## config.mk

```make
export PLATFORM = sky130hd
export DESIGN_NAME = vga_plane_memory_path
export DESIGN_NICKNAME = d
export VERILOG_FILES = /design/src/hw/vga_plane_pkg.sv /design/src/hw/vga_addr_translate.sv /design/src/hw/vga_plane_memory_path.sv
export SDC_FILE = /design/constraint.sdc
export NUM_CORES = 1
export LEC_CHECK = 0
export BUFFER_PORTS_ARGS = -buffer_cell sky130_fd_sc_hd__buf_2
export CORE_AREA = 2 2 171 173
export DETAILED_ROUTE_END_ITERATION = 7
export DIE_AREA = 0 0 173 175
export MAX_ROUTING_LAYER = met4
export PLACE_DENSITY = 0.78
export SETUP_SLACK_MARGIN = 0.1
export SYNTH_ARGS = -nofsm -noshare
export SYNTH_HDL_FRONTEND = slang
export SYNTH_SLANG_ARGS = --single-unit
```

## constraint.sdc

```tcl
create_clock -name i_core_clk -period 4.4 [get_ports i_core_clk]
set_input_delay 0.88 -clock i_core_clk [delete_from_list [all_inputs] [get_ports i_core_clk]]
set_output_delay 0.88 -clock i_core_clk [all_outputs]
set_load 0.005 [all_outputs]
```

## src/hw/vga_plane_pkg.sv

```systemverilog
// Summary of operation
// Decode 200h locations from offset 8100h.
// Offset write takes bits 5:0.
// Offset read returns it in 13:8.
// Offset added at any 64 KB boundary.
// Holding word readable and writable by software.
// Reads load holding word; writes reuse it.
// Plane write enables combine with chaining.
// Bit 20 selects write mode three.
// Bit 19 selects write mode two.
// Field 18:16 rotates each incoming byte.
// Per-plane fill enable and fill value.
// Bit mask picks new or held data.
// Plane select used only without chaining; the code still uses its bit 1 with pair chaining.
// Bit 15 forces address bit 15 low.
// Packed quad chain shifts address right two.
// Bit 13 selects quad chain both ways.
// Page select bit replaces address bit 0.
// Separate pair chaining for writes, reads.
// Bit 8 selects colour compare reads.
// Compare mask and compare colour fields.
// Multibyte accesses split into byte operations.
// Each byte write becomes one word write.
// Each word read yields one byte.
// Only A0000h to BFFFFh is handled.
// Default write mode zero uses fill, mask.
// Software writes zero to reserved bits.
package vga_plane_pkg;
   // ****************************************
   // Register window and offsets
   // ****************************************
   localparam logic [15:0] REG_WIN_BASE = 16'h8100;
   localparam logic [15:0] REG_WIN_SIZE = 16'h0200;
   localparam logic [15:0] OFF_WRITE_CTL = 16'h8140;
   localparam logic [15:0] OFF_READ_CTL = 16'h8144;
   localparam logic [15:0] OFF_MEM_OFFSET = 16'h8210;
   localparam logic [15:0] OFF_HOLDING = 16'h8214;
   // ****************************************
   // Field positions
   // ****************************************
   localparam int WC_MAP_MASK_LSB = 24;
   localparam int WC_W3_BIT = 20;
   localparam int WC_W2_BIT = 19;
   localparam int WC_ROT_LSB = 16;
   localparam int WC_FILL_EN_LSB = 12;
   localparam int WC_FILL_VAL_LSB = 8;
   localparam int WC_BIT_MASK_LSB = 0;
   localparam int RC_PLANE_LSB = 16;
   localparam int RC_F15_BIT = 15;
   localparam int RC_PACKED_BIT = 14;
   localparam int RC_QUAD_BIT = 13;
   localparam int RC_PAGE_BIT = 12;
   localparam int RC_ODD_EVEN_BIT = 11;
   localparam int RC_WPAIR_BIT = 10;
   localparam int RC_RPAIR_BIT = 9;
   localparam int RC_COMPARE_BIT = 8;
   localparam int RC_CMASK_LSB = 4;
   localparam int RC_CCOLOR_LSB = 0;
   localparam int OFFS_WR_LSB = 0;
   localparam int OFFS_RD_LSB = 8;
   localparam int OFFS_W = 6;
   localparam int MEM_OFFS_LSB = 14;
   // ****************************************
   // Implemented bits and reset values
   // ****************************************
   localparam logic [31:0] WRITE_CTL_MASK = 32'h0f1fffff;
   localparam logic [31:0] READ_CTL_MASK = 32'h0003ffff;
   localparam logic [31:0] WRITE_CTL_RST = 32'h00000000;
   localparam logic [31:0] READ_CTL_RST = 32'h00000000;
   localparam logic [5:0] MEM_OFFSET_RST = 6'h00;
   localparam logic [31:0] HOLDING_RST = 32'h00000000;
   // ****************************************
   // Processor side
   // ****************************************
   localparam logic [2:0] VGA_RANGE_TAG = 3'h5;
   localparam logic [1:0] SIZE_BYTE = 2'h0;
   localparam logic [1:0] SIZE_WORD = 2'h1;
endpackage

```

## src/hw/vga_addr_translate.sv

```systemverilog
`timescale 1ns/1ps
`default_nettype none
module vga_addr_translate
   import vga_plane_pkg::*;
(
   // Byte address and direction.
   input wire logic [16:0] i_byte_addr,
   input wire logic i_is_write,
   // Address controls.
   input wire logic i_page_select_bit,
   input wire logic i_odd_even_chain,
   input wire logic i_force_addr_msb_low,
   input wire logic i_quad_chain_mode,
   input wire logic i_packed_quad_chain,
   input wire logic i_write_pair_chain,
   input wire logic i_read_pair_chain,
   input wire logic [1:0] i_read_plane_select,
   // Translated address and plane choice.
   output logic [15:0] o_lw_addr,
   output logic [3:0] o_plane_en,
   output logic [1:0] o_read_plane
);
   logic [16:0] addr;
   logic pair;

   // Modify the low bit and bit 15, then map by chaining mode.
   always_comb begin
      addr = i_byte_addr;
      // page bit
      if (i_odd_even_chain) begin
         addr[0] = i_page_select_bit;
      end
      // force bit fifteen
      if (i_force_addr_msb_low) begin
         addr[15] = 1'b0;
      end
      // direction-specific pairing
      pair = i_is_write ? i_write_pair_chain : i_read_pair_chain;
      // quad chain both ways
      if (i_quad_chain_mode) begin
         o_plane_en = 4'h1 << addr[1:0];
         o_read_plane = addr[1:0];
         // packed shift
         o_lw_addr = i_packed_quad_chain ? {1'b0, addr[16:2]} : addr[15:0];
      end else if (pair) begin
         o_plane_en = addr[0] ? 4'ha : 4'h5;
         o_read_plane = {i_read_plane_select[1], addr[0]};
         o_lw_addr = addr[15:0];
      end else begin
         o_plane_en = 4'hf;
         // plane select unchained
         o_read_plane = i_read_plane_select;
         o_lw_addr = addr[15:0];
      end
   end
endmodule
`default_nettype wire

```

## src/hw/vga_plane_memory_path.sv

```systemverilog
`timescale 1ns/1ps
`default_nettype none
module vga_plane_memory_path
   import vga_plane_pkg::*;
(
   // Clock and reset.
   input wire logic i_core_clk,
   input wire logic i_rst,
   // Register port, offset from the graphics register base.
   input wire logic i_reg_wr,
   input wire logic i_reg_rd,
   input wire logic [15:0] i_reg_addr,
   input wire logic [31:0] i_reg_wdata,
   output logic [31:0] o_reg_rdata,
   output logic o_reg_hit,
   // Processor memory access.
   input wire logic i_cpu_req,
   input wire logic i_cpu_we,
   input wire logic [19:0] i_cpu_addr,
   input wire logic [1:0] i_cpu_size,
   input wire logic [31:0] i_cpu_wdata,
   output logic o_cpu_busy,
   output logic o_cpu_done,
   output logic [31:0] o_cpu_rdata,
   // Graphics memory.
   output logic o_mem_req,
   output logic o_mem_we,
   output logic [19:0] o_mem_addr,
   output logic [3:0] o_mem_wen,
   output logic [31:0] o_mem_wdata,
   input wire logic i_mem_ack,
   input wire logic [31:0] i_mem_rdata
);
   // ****************************************
   // State
   // ****************************************
   typedef enum logic [1:0] {PH_IDLE, PH_ISSUE, PH_WAIT} phase_t;
   typedef struct packed {
      phase_t ph;
      logic [31:0] wctl;
      logic [31:0] rctl;
      logic [5:0] mem_offset;
      logic [31:0] latch;
      logic [31:0] reg_rdata;
      logic req_we;
      logic [16:0] req_addr;
      logic [1:0] last;
      logic [1:0] idx;
      logic [31:0] req_wdata;
      logic [31:0] acc;
      logic mem_req;
      logic [19:0] mem_addr;
      logic [3:0] mem_wen;
      logic [31:0] mem_wdata;
      logic cpu_done;
      logic [31:0] cpu_rdata;
   } state_t;
   state_t s;
   state_t next_s;

   // ****************************************
   // Datapath functions
   // ****************************************
   // Selects one plane's byte from a four-plane word.
   function automatic logic [7:0] plane_byte(input logic [31:0] w, input logic [1:0] p);
      plane_byte = w[{p, 3'b000} +: 8];
   endfunction

   // Builds the four-plane write word from one processor byte.
   function automatic logic [31:0] write_word(input logic [31:0] ctl, input logic [7:0] d,
                                              input logic [31:0] held);
      logic [7:0] rot;
      logic [7:0] val;
      logic [7:0] m;
      logic [2:0] rc;
      rc = ctl[WC_ROT_LSB +: 3];
      // byte rotator
      rot = 8'((({d, d}) >> rc));
      write_word = 32'h00000000;
      for (int p = 0; p < 4; p++) begin
         m = ctl[WC_BIT_MASK_LSB +: 8];
         if (ctl[WC_W3_BIT]) begin
            // mask from rotated data
            val = {8{ctl[WC_FILL_VAL_LSB + p]}};
            m = m & rot;
         end else if (ctl[WC_W2_BIT]) begin
            // data bits drive fill
            val = {8{d[p]}};
         end else begin
            // mode zero fill
            val = ctl[WC_FILL_EN_LSB + p] ? {8{ctl[WC_FILL_VAL_LSB + p]}} : rot;
         end
         // mask merges held data
         write_word[p * 8 +: 8] = (val & m) | (held[p * 8 +: 8] & ~m);
      end
   endfunction

   // Reduces a four-plane word to one returned byte.
   function automatic logic [7:0] read_byte(input logic [31:0] ctl, input logic [31:0] w,
                                            input logic [1:0] plane);
      logic [7:0] r;
      r = 8'hff;
      // read mode choice
      if (ctl[RC_COMPARE_BIT]) begin
         // masked colour compare
         for (int p = 0; p < 4; p++) begin
            if (ctl[RC_CMASK_LSB + p]) begin
               r = r & ~(plane_byte(w, 2'(p)) ^ {8{ctl[RC_CCOLOR_LSB + p]}});
            end
         end
      end else begin
         r = plane_byte(w, plane);
      end
      read_byte = r;
   endfunction

   // ****************************************
   // Address translation
   // ****************************************
   logic [16:0] byte_addr;
   logic [7:0] cur_byte;
   logic [15:0] lw_addr;
   logic [3:0] plane_en;
   logic [1:0] read_plane;
   logic [7:0] rd_byte;
   logic reg_in_win;
   logic [15:0] reg_rel;

   // sequencer makes low bits
   assign byte_addr = s.req_addr + {15'h0000, s.idx};
   assign cur_byte = s.req_wdata[{s.idx, 3'b000} +: 8];
   // word to byte
   assign rd_byte = read_byte(s.rctl, i_mem_rdata, read_plane);
   assign reg_rel = i_reg_addr - REG_WIN_BASE;
   // R01 register window decode
   assign reg_in_win = (i_reg_addr >= REG_WIN_BASE) && (reg_rel < REG_WIN_SIZE);

   vga_addr_translate u_addr (
      .i_byte_addr(byte_addr),
      .i_is_write(s.req_we),
      .i_page_select_bit(s.rctl[RC_PAGE_BIT]),
      .i_odd_even_chain(s.rctl[RC_ODD_EVEN_BIT]),
      .i_force_addr_msb_low(s.rctl[RC_F15_BIT]),
      .i_quad_chain_mode(s.rctl[RC_QUAD_BIT]),
      .i_packed_quad_chain(s.rctl[RC_PACKED_BIT]),
      .i_write_pair_chain(s.rctl[RC_WPAIR_BIT]),
      .i_read_pair_chain(s.rctl[RC_RPAIR_BIT]),
      .i_read_plane_select(s.rctl[RC_PLANE_LSB +: 2]),
      .o_lw_addr(lw_addr),
      .o_plane_en(plane_en),
      .o_read_plane(read_plane)
   );

   // ****************************************
   // Next state
   // ****************************************
   always_comb begin
      next_s = s;
      next_s.cpu_done = 1'b0;
      // Register writes keep only implemented bits.
      if (i_reg_wr) begin
         case (i_reg_addr)
            OFF_WRITE_CTL: next_s.wctl = i_reg_wdata & WRITE_CTL_MASK;
            OFF_READ_CTL: next_s.rctl = i_reg_wdata & READ_CTL_MASK;
            // offset from low bits
            OFF_MEM_OFFSET: next_s.mem_offset = i_reg_wdata[OFFS_WR_LSB +: OFFS_W];
            // software loads latch
            OFF_HOLDING: next_s.latch = i_reg_wdata;
            default: next_s.wctl = s.wctl;
         endcase
      end
      // Register reads return registered data, zero when unmapped.
      if (i_reg_rd) begin
         case (i_reg_addr)
            OFF_WRITE_CTL: next_s.reg_rdata = s.wctl;
            OFF_READ_CTL: next_s.reg_rdata = s.rctl;
            // offset reads at 13:8
            OFF_MEM_OFFSET: next_s.reg_rdata = 32'(s.mem_offset) << OFFS_RD_LSB;
            OFF_HOLDING: next_s.reg_rdata = s.latch;
            default: next_s.reg_rdata = 32'h00000000;
         endcase
      end
      case (s.ph)
         PH_IDLE: begin
            if (i_cpu_req) begin
               // only the VGA range
               if (i_cpu_addr[19:17] == VGA_RANGE_TAG) begin
                  next_s.ph = PH_ISSUE;
                  next_s.req_we = i_cpu_we;
                  next_s.req_addr = i_cpu_addr[16:0];
                  next_s.req_wdata = i_cpu_wdata;
                  next_s.idx = 2'h0;
                  next_s.acc = 32'h00000000;
                  next_s.last = (i_cpu_size == SIZE_BYTE) ? 2'h0 : ((i_cpu_size == SIZE_WORD) ? 2'h1 : 2'h3);
               end else begin
                  next_s.cpu_done = 1'b1;
                  next_s.cpu_rdata = 32'h00000000;
               end
            end
         end
         PH_ISSUE: begin
            next_s.ph = PH_WAIT;
            next_s.mem_req = 1'b1;
            // offset added to address
            next_s.mem_addr = {s.mem_offset, 14'h0000} + {4'h0, lw_addr};
            // enables with chaining
            next_s.mem_wen = s.req_we ? (s.wctl[WC_MAP_MASK_LSB +: 4] & plane_en) : 4'h0;
            // byte to word write
            next_s.mem_wdata = write_word(s.wctl, cur_byte, s.latch);
         end
         PH_WAIT: begin
            if (i_mem_ack) begin
               next_s.mem_req = 1'b0;
               if (!s.req_we) begin
                  // R06 reads load latch
                  next_s.latch = i_mem_rdata;
                  next_s.acc[{s.idx, 3'b000} +: 8] = rd_byte;
               end
               if (s.idx == s.last) begin
                  next_s.ph = PH_IDLE;
                  next_s.cpu_done = 1'b1;
                  next_s.cpu_rdata = next_s.acc;
               end else begin
                  next_s.ph = PH_ISSUE;
                  next_s.idx = s.idx + 2'h1;
               end
            end
         end
         default: begin
            next_s.ph = PH_IDLE;
         end
      endcase
   end

   // Registers the whole state.
   always_ff @(posedge i_core_clk) begin
      if (i_rst) begin
         s <= '0;
         s.ph <= PH_IDLE;
         s.wctl <= WRITE_CTL_RST;
         s.rctl <= READ_CTL_RST;
         s.mem_offset <= MEM_OFFSET_RST;
         s.latch <= HOLDING_RST;
      end else begin
         s <= next_s;
      end
   end

   // Drives the ports.
   assign o_reg_rdata = s.reg_rdata;
   assign o_reg_hit = reg_in_win;
   assign o_cpu_busy = (s.ph != PH_IDLE);
   assign o_cpu_done = s.cpu_done;
   assign o_cpu_rdata = s.cpu_rdata;
   assign o_mem_req = s.mem_req;
   assign o_mem_we = s.req_we;
   assign o_mem_addr = s.mem_addr;
   assign o_mem_wen = s.mem_wen;
   assign o_mem_wdata = s.mem_wdata;

   // Request level one cycle back; a rising request marks the first cycle of a memory access.
   logic prev_mem_req;
   logic new_req;
   always_ff @(posedge i_core_clk) begin
      if (i_rst) begin
         prev_mem_req <= 1'b0;
      end else begin
         prev_mem_req <= o_mem_req;
      end
   end
   assign new_req = o_mem_req && !prev_mem_req;
endmodule
`default_nettype wire

```

==> results.md <==
- For this design, the sink count on the clock tree is 291.
- The clock network accounts for 48.9% of the total power.
- The shortest clock period the worst path allows after layout is 3.41 ns.
- The full die area is 30300 µm².
- The via count of the first global-routing pass came to 13590.
- The number of H-tree levels is 1.
- The final hold violation count is 0.
- The max-slew violation count came to 0.
- The setup-violating endpoint count in the final report is 0.
- After detailed routing, the average wire length per cell comes to 21.7 µm.
- The sum of routed wire length over all layers is 51000 µm.
- The core outline area is 28400 µm².
- In this run the number of cells on the critical path is 13.
- A synthesized cell averages 8.26 µm².
- The Yosys step of the flow raised 0 warnings.
- Setup total negative slack on the finished layout was measured at 0 ns.
- The final cycle utilization of the critical path is 77.6%.
- The HPWL after detailed placement is 37000 µm.
- The maximum count of clock buffers along a single path is 3.
- Entering global routing, the biggest net connects 78 pins.
- The category of the critical setup timing path is register to register.
- The startpoint type of the worst setup path is a register.
- The first-pass iteration count of the detailed router is 5.
- Data on the critical path is required at its endpoint by 4.82 ns.
- The run finished with clean final reports.
- The floorplan has 62 rows.
- The largest single stage delay on the critical path is 0.48 ns.
- The net total in the final layout is 2096.
- Sorting the synthesized cells by area gives the leading types as sky130_fd_sc_hd__dfxtp_1 (38%), sky130_fd_sc_hd__nand2_1 (7.1%), sky130_fd_sc_hd__buf_4 (6.0%), sky130_fd_sc_hd__a21oi_1 (5.6%), sky130_fd_sc_hd__mux2i_1 (3.8%).
- In this run the tightest slew margin relative to its limit is 11.1%.
- The number of flops mapped to enable cells by yosys is 0.
- The top-area cell type share of the netlist area is 37.6%.
- The clock latency reported for the late side of the worst-skew pair is 0.57 ns.
- The share of flip-flops with an asynchronous set or reset after synthesis is 0%.
- In this run the vertical extent of the chip is 175 µm.
- In this run the count of I/O pins placed on the die edge is 266.
- Summed over all nets, the switching power comes to 0.00132 W.
- In the routed layout, each cell is associated on average with a via count of 6.29.
- The clock arrives with 0.0188 ns of skew.
- The library cell with the largest summed area after synthesis is sky130_fd_sc_hd__dfxtp_1.
- The worst hold path cell count is 2.
- From left edge to right edge, the die measures 173 µm.
- The number of cells produced by synthesis is 1878.
- The count of buffers inserted at the top-level ports is 265.
- The number of buffer and inverter stages on the critical path is 0.
- The library cell used as clock root buffer is sky130_fd_sc_hd__clkbuf_16.
- On the critical path, the stage with the largest delay is an instance of sky130_fd_sc_hd__nor4_1.
- Combinational logic burns 5.5% of the power.
- Of the total power, the share spent switching nets is 22.5%.
- The area growth from synthesis to layout is 10.6%.
- The maximum frequency from static timing analysis is 0.293 GHz.
- The cell count of the worst reg-to-reg path is 13.
- The tightest min-delay check is of the register to register type.
- The leftover overflow at the end of global routing is 0.
- The initial antenna violation count is 3.
- Traced cell by cell, the critical path runs through ha_1 > fa_1 > nand3_1 > nor4_1 > nand3_1 > o2bb2ai_1 > a22oi_1 > o21ai_0 > ha_1 > fa_1 > nand3_1 > xor2_1 > a211oi_1.
- The share of the core filled with cells is 60.4%.
- The count of nets left with antenna violations after detail routing is 0.
- TritonCTS built the clock tree.
- Sequential cells were found to cover 37.6% of the synthesized design area.
- The cell repeated most along the worst path is sky130_fd_sc_hd__nand3_1.
- The global-route wire length before repair is 77400 µm.
- The congestion estimate from routability-driven global placement came to 0.992.
- The all-layer global routing usage is 33.0%.
- The largest delay contributor family on the critical path is simple AND/OR/NAND/NOR gates.
- In the routed design, unresolved DRC markers number 0.
- Once the floorplan was initialized, standard cells occupied 54.6% of the core.
- Counting flops and latches in the post-synthesis netlist gives 291.
- The detailed router finished its first iteration with 1741 violations.
- The clock buffer count from CTS is 31.
- The measured slew at the worst slew-check pin is 1.33 ns.
- Along the worst path, the maximum fanout reaches 8.
- The most common flop cell mapped by yosys is sky130_fd_sc_hd__dfxtp_1.
- In this run, post-CTS repair resized a total of 0 instances.
- The critical path data arrival time is 3.83 ns.
- Synthesis instantiated 77 different standard cells from the library.
- The analysis attributes to cell leakage a power of 6.94 nW.
- The ratio of total power to cell area is 342 nW/µm².
- The max-cap check violation count is 0.
- Clock-pin slew was measured on the worst setup and hold paths at 0.06 ns.
- The number of setup buffers added after CTS is 0.
- The share of total power dissipated in sequential elements is 45.6%.
- The fill cell total of the finished layout is 2593.
- The number of nets in the synthesized netlist is 2033.
- Across the VDD grid, the largest voltage drop is 0.000272 V.
- Setup repair after global routing left no endpoint under its margin.
- The internal power component is 0.00455 W.
- In the final layout, the share of cells above drive strength 1 is 20.3%.
- Summing every instance area after synthesis gives 15500 µm².
- The critical path capture point type is a register.
- After clock tree synthesis, the flow added hold-fix buffers numbering 0.
- The via count is 14775.
[Yosys cell counts, types with 36 or more instances]
cell type and n:
sky130_fd_sc_hd__dfxtp_1 291, sky130_fd_sc_hd__nor2b_1 36, sky130_fd_sc_hd__a21oi_1 175, sky130_fd_sc_hd__xor2_1 40, sky130_fd_sc_hd__nand2_1 295, sky130_fd_sc_hd__o21ai_0 51
sky130_fd_sc_hd__buf_4 124, sky130_fd_sc_hd__mux2i_1 59, sky130_fd_sc_hd__a22oi_1 58, sky130_fd_sc_hd__clkbuf_1 95, sky130_fd_sc_hd__a22o_1 57, sky130_fd_sc_hd__a211oi_1 36
sky130_fd_sc_hd__nand3_1 43, sky130_fd_sc_hd__nor2_1 134
[placed cells by master (no fill, tap or decap), types with 7 or more instances in the layout]
master | synthesis | layout
sky130_fd_sc_hd__nand2_1 | 295 | 295
sky130_fd_sc_hd__dfxtp_1 | 291 | 291
sky130_fd_sc_hd__buf_2 | 12 | 264
sky130_fd_sc_hd__a21oi_1 | 175 | 175
sky130_fd_sc_hd__nor2_1 | 134 | 133
sky130_fd_sc_hd__mux2i_1 | 59 | 58
sky130_fd_sc_hd__a22oi_1 | 58 | 58
sky130_fd_sc_hd__a22o_1 | 57 | 57
sky130_fd_sc_hd__o21ai_0 | 51 | 51
sky130_fd_sc_hd__nand3_1 | 43 | 43
sky130_fd_sc_hd__xor2_1 | 40 | 40
sky130_fd_sc_hd__a211oi_1 | 36 | 36
sky130_fd_sc_hd__nor2b_1 | 36 | 35
sky130_fd_sc_hd__clkbuf_16 | 0 | 31
sky130_fd_sc_hd__nand3b_1 | 25 | 25
sky130_fd_sc_hd__a31oi_1 | 23 | 23
sky130_fd_sc_hd__inv_1 | 20 | 20
sky130_fd_sc_hd__buf_4 | 124 | 20
sky130_fd_sc_hd__o32ai_1 | 19 | 19
sky130_fd_sc_hd__a221oi_1 | 19 | 19
sky130_fd_sc_hd__and3_1 | 14 | 14
sky130_fd_sc_hd__nor3_1 | 13 | 13
sky130_fd_sc_hd__a311oi_1 | 13 | 13
sky130_fd_sc_hd__ha_1 | 12 | 12
sky130_fd_sc_hd__mux2_2 | 11 | 11
sky130_fd_sc_hd__nand2b_1 | 12 | 11
sky130_fd_sc_hd__o21ai_1 | 11 | 11
sky130_fd_sc_hd__nor3b_1 | 10 | 10
sky130_fd_sc_hd__or2_2 | 10 | 10
sky130_fd_sc_hd__o22ai_1 | 10 | 10
sky130_fd_sc_hd__o2111ai_1 | 10 | 10
sky130_fd_sc_hd__a31o_2 | 9 | 9
sky130_fd_sc_hd__clkbuf_8 | 0 | 9
sky130_fd_sc_hd__mux4_2 | 8 | 8
sky130_fd_sc_hd__mux2_4 | 7 | 7
[cell families after synthesis]
kind of cell / count (synthesis) / synth area share [%]
adders and majority gates: 14 / 1.23
and+or+nand+nor: 626 / 18.6
DFF: 291 / 37.6
muxes: 87 / 6.59
AOI/OAI and AO/OA: 540 / 23.6
buffers and inverters: 276 / 9.93
xor gates and xnor gates: 44 / 2.48
[per-layer routing]
| layer | vias up | GRT usage, % | wire, µm |
|---|---|---|---|
| met5 | - | - | 0 |
| met4 | 0 | 16.0 | 2630 |
| met3 | 165 | 5.57 | 4580 |
| met2 | 858 | 50.4 | 23000 |
| met1 | 7009 | 42.5 | 20800 |
| li1 | 6743 | - | - |
[registers in the layout (all words and copies together) (netlist names)]
register	flops
o_mem_we	1
o_reg_rdata	32
s	168
o_mem_addr	20
o_mem_wen	4
o_cpu_done	1
o_mem_wdata	32
o_mem_req	1
o_cpu_rdata	32
[stage by stage]
stage	setup WS [ns]	cells	hold WS (ns)	total power [W]	area, µm²
final	0.987	2350	0.449	0.00586	17200
after global routing	0.775	2350	0.468	0.00601	17200
after CTS	1.07	2346	0.451	0.00588	17100
after detailed placement	0.950	2291	0.443	0.00304	16000
after global placement	1.05	2291	0.439	0.00304	16000
after floorplan	1.33	1878	0.432	0.00289	15500
[path summary, 6_finish.rpt]
| kind | from | endpoint | slack, ns |
|---|---|---|---|
| setup / recovery | s[158] | o_mem_addr[18] | 0.99 |
| hold / removal | o_mem_addr[0] | o_mem_addr[0] | 0.45 |
| setup reg to reg | s[158] | o_mem_addr[18] | 0.99 |
| hold reg to reg | o_mem_addr[0] | o_mem_addr[0] | 0.45 |
[worst register-to-register path, cell delays in order (launching register included)]
cell and delay [ns]:
sky130_fd_sc_hd__dfxtp_1 0.34, sky130_fd_sc_hd__ha_1 0.21, sky130_fd_sc_hd__fa_1 0.22, sky130_fd_sc_hd__nand3_1 0.27
sky130_fd_sc_hd__nor4_1 0.48, sky130_fd_sc_hd__nand3_1 0.25, sky130_fd_sc_hd__o2bb2ai_1 0.18, sky130_fd_sc_hd__a22oi_1 0.19
sky130_fd_sc_hd__o21ai_0 0.11, sky130_fd_sc_hd__ha_1 0.23, sky130_fd_sc_hd__fa_1 0.44, sky130_fd_sc_hd__nand3_1 0.12
sky130_fd_sc_hd__xor2_1 0.15, sky130_fd_sc_hd__a211oi_1 0.08
[power by group through the flow]
| stage | Combinational [W] | Clock [W] | Sequential (W) |
|---|---|---|---|
| after global routing | 0.000342 | 0.00299 | 0.00268 |
| after CTS | 0.000312 | 0.00289 | 0.00268 |
| final | 0.000321 | 0.00287 | 0.00268 |
| after detailed placement | 0.000310 | 0 | 0.00273 |
| after global placement | 0.000306 | 0 | 0.00273 |
| after floorplan | 0.000167 | 0 | 0.00272 |
[area by class of cell]
cell class | instances | area, µm² | share of cell area, %
Sequential cell | 291 | 5830 | 33.9
Timing Repair Buffer | 285 | 1480 | 8.64
Inverter | 21 | 78.8 | 0.459
Antenna cell | 3 | 7.51 | 0.0437
Clock buffer | 43 | 911 | 5.31
Tap cell | 384 | 480 | 2.80
Multi-Input combinational cell | 1311 | 8160 | 47.6
Clock inverter | 12 | 214 | 1.25
(Power assumes the default switching activity.)
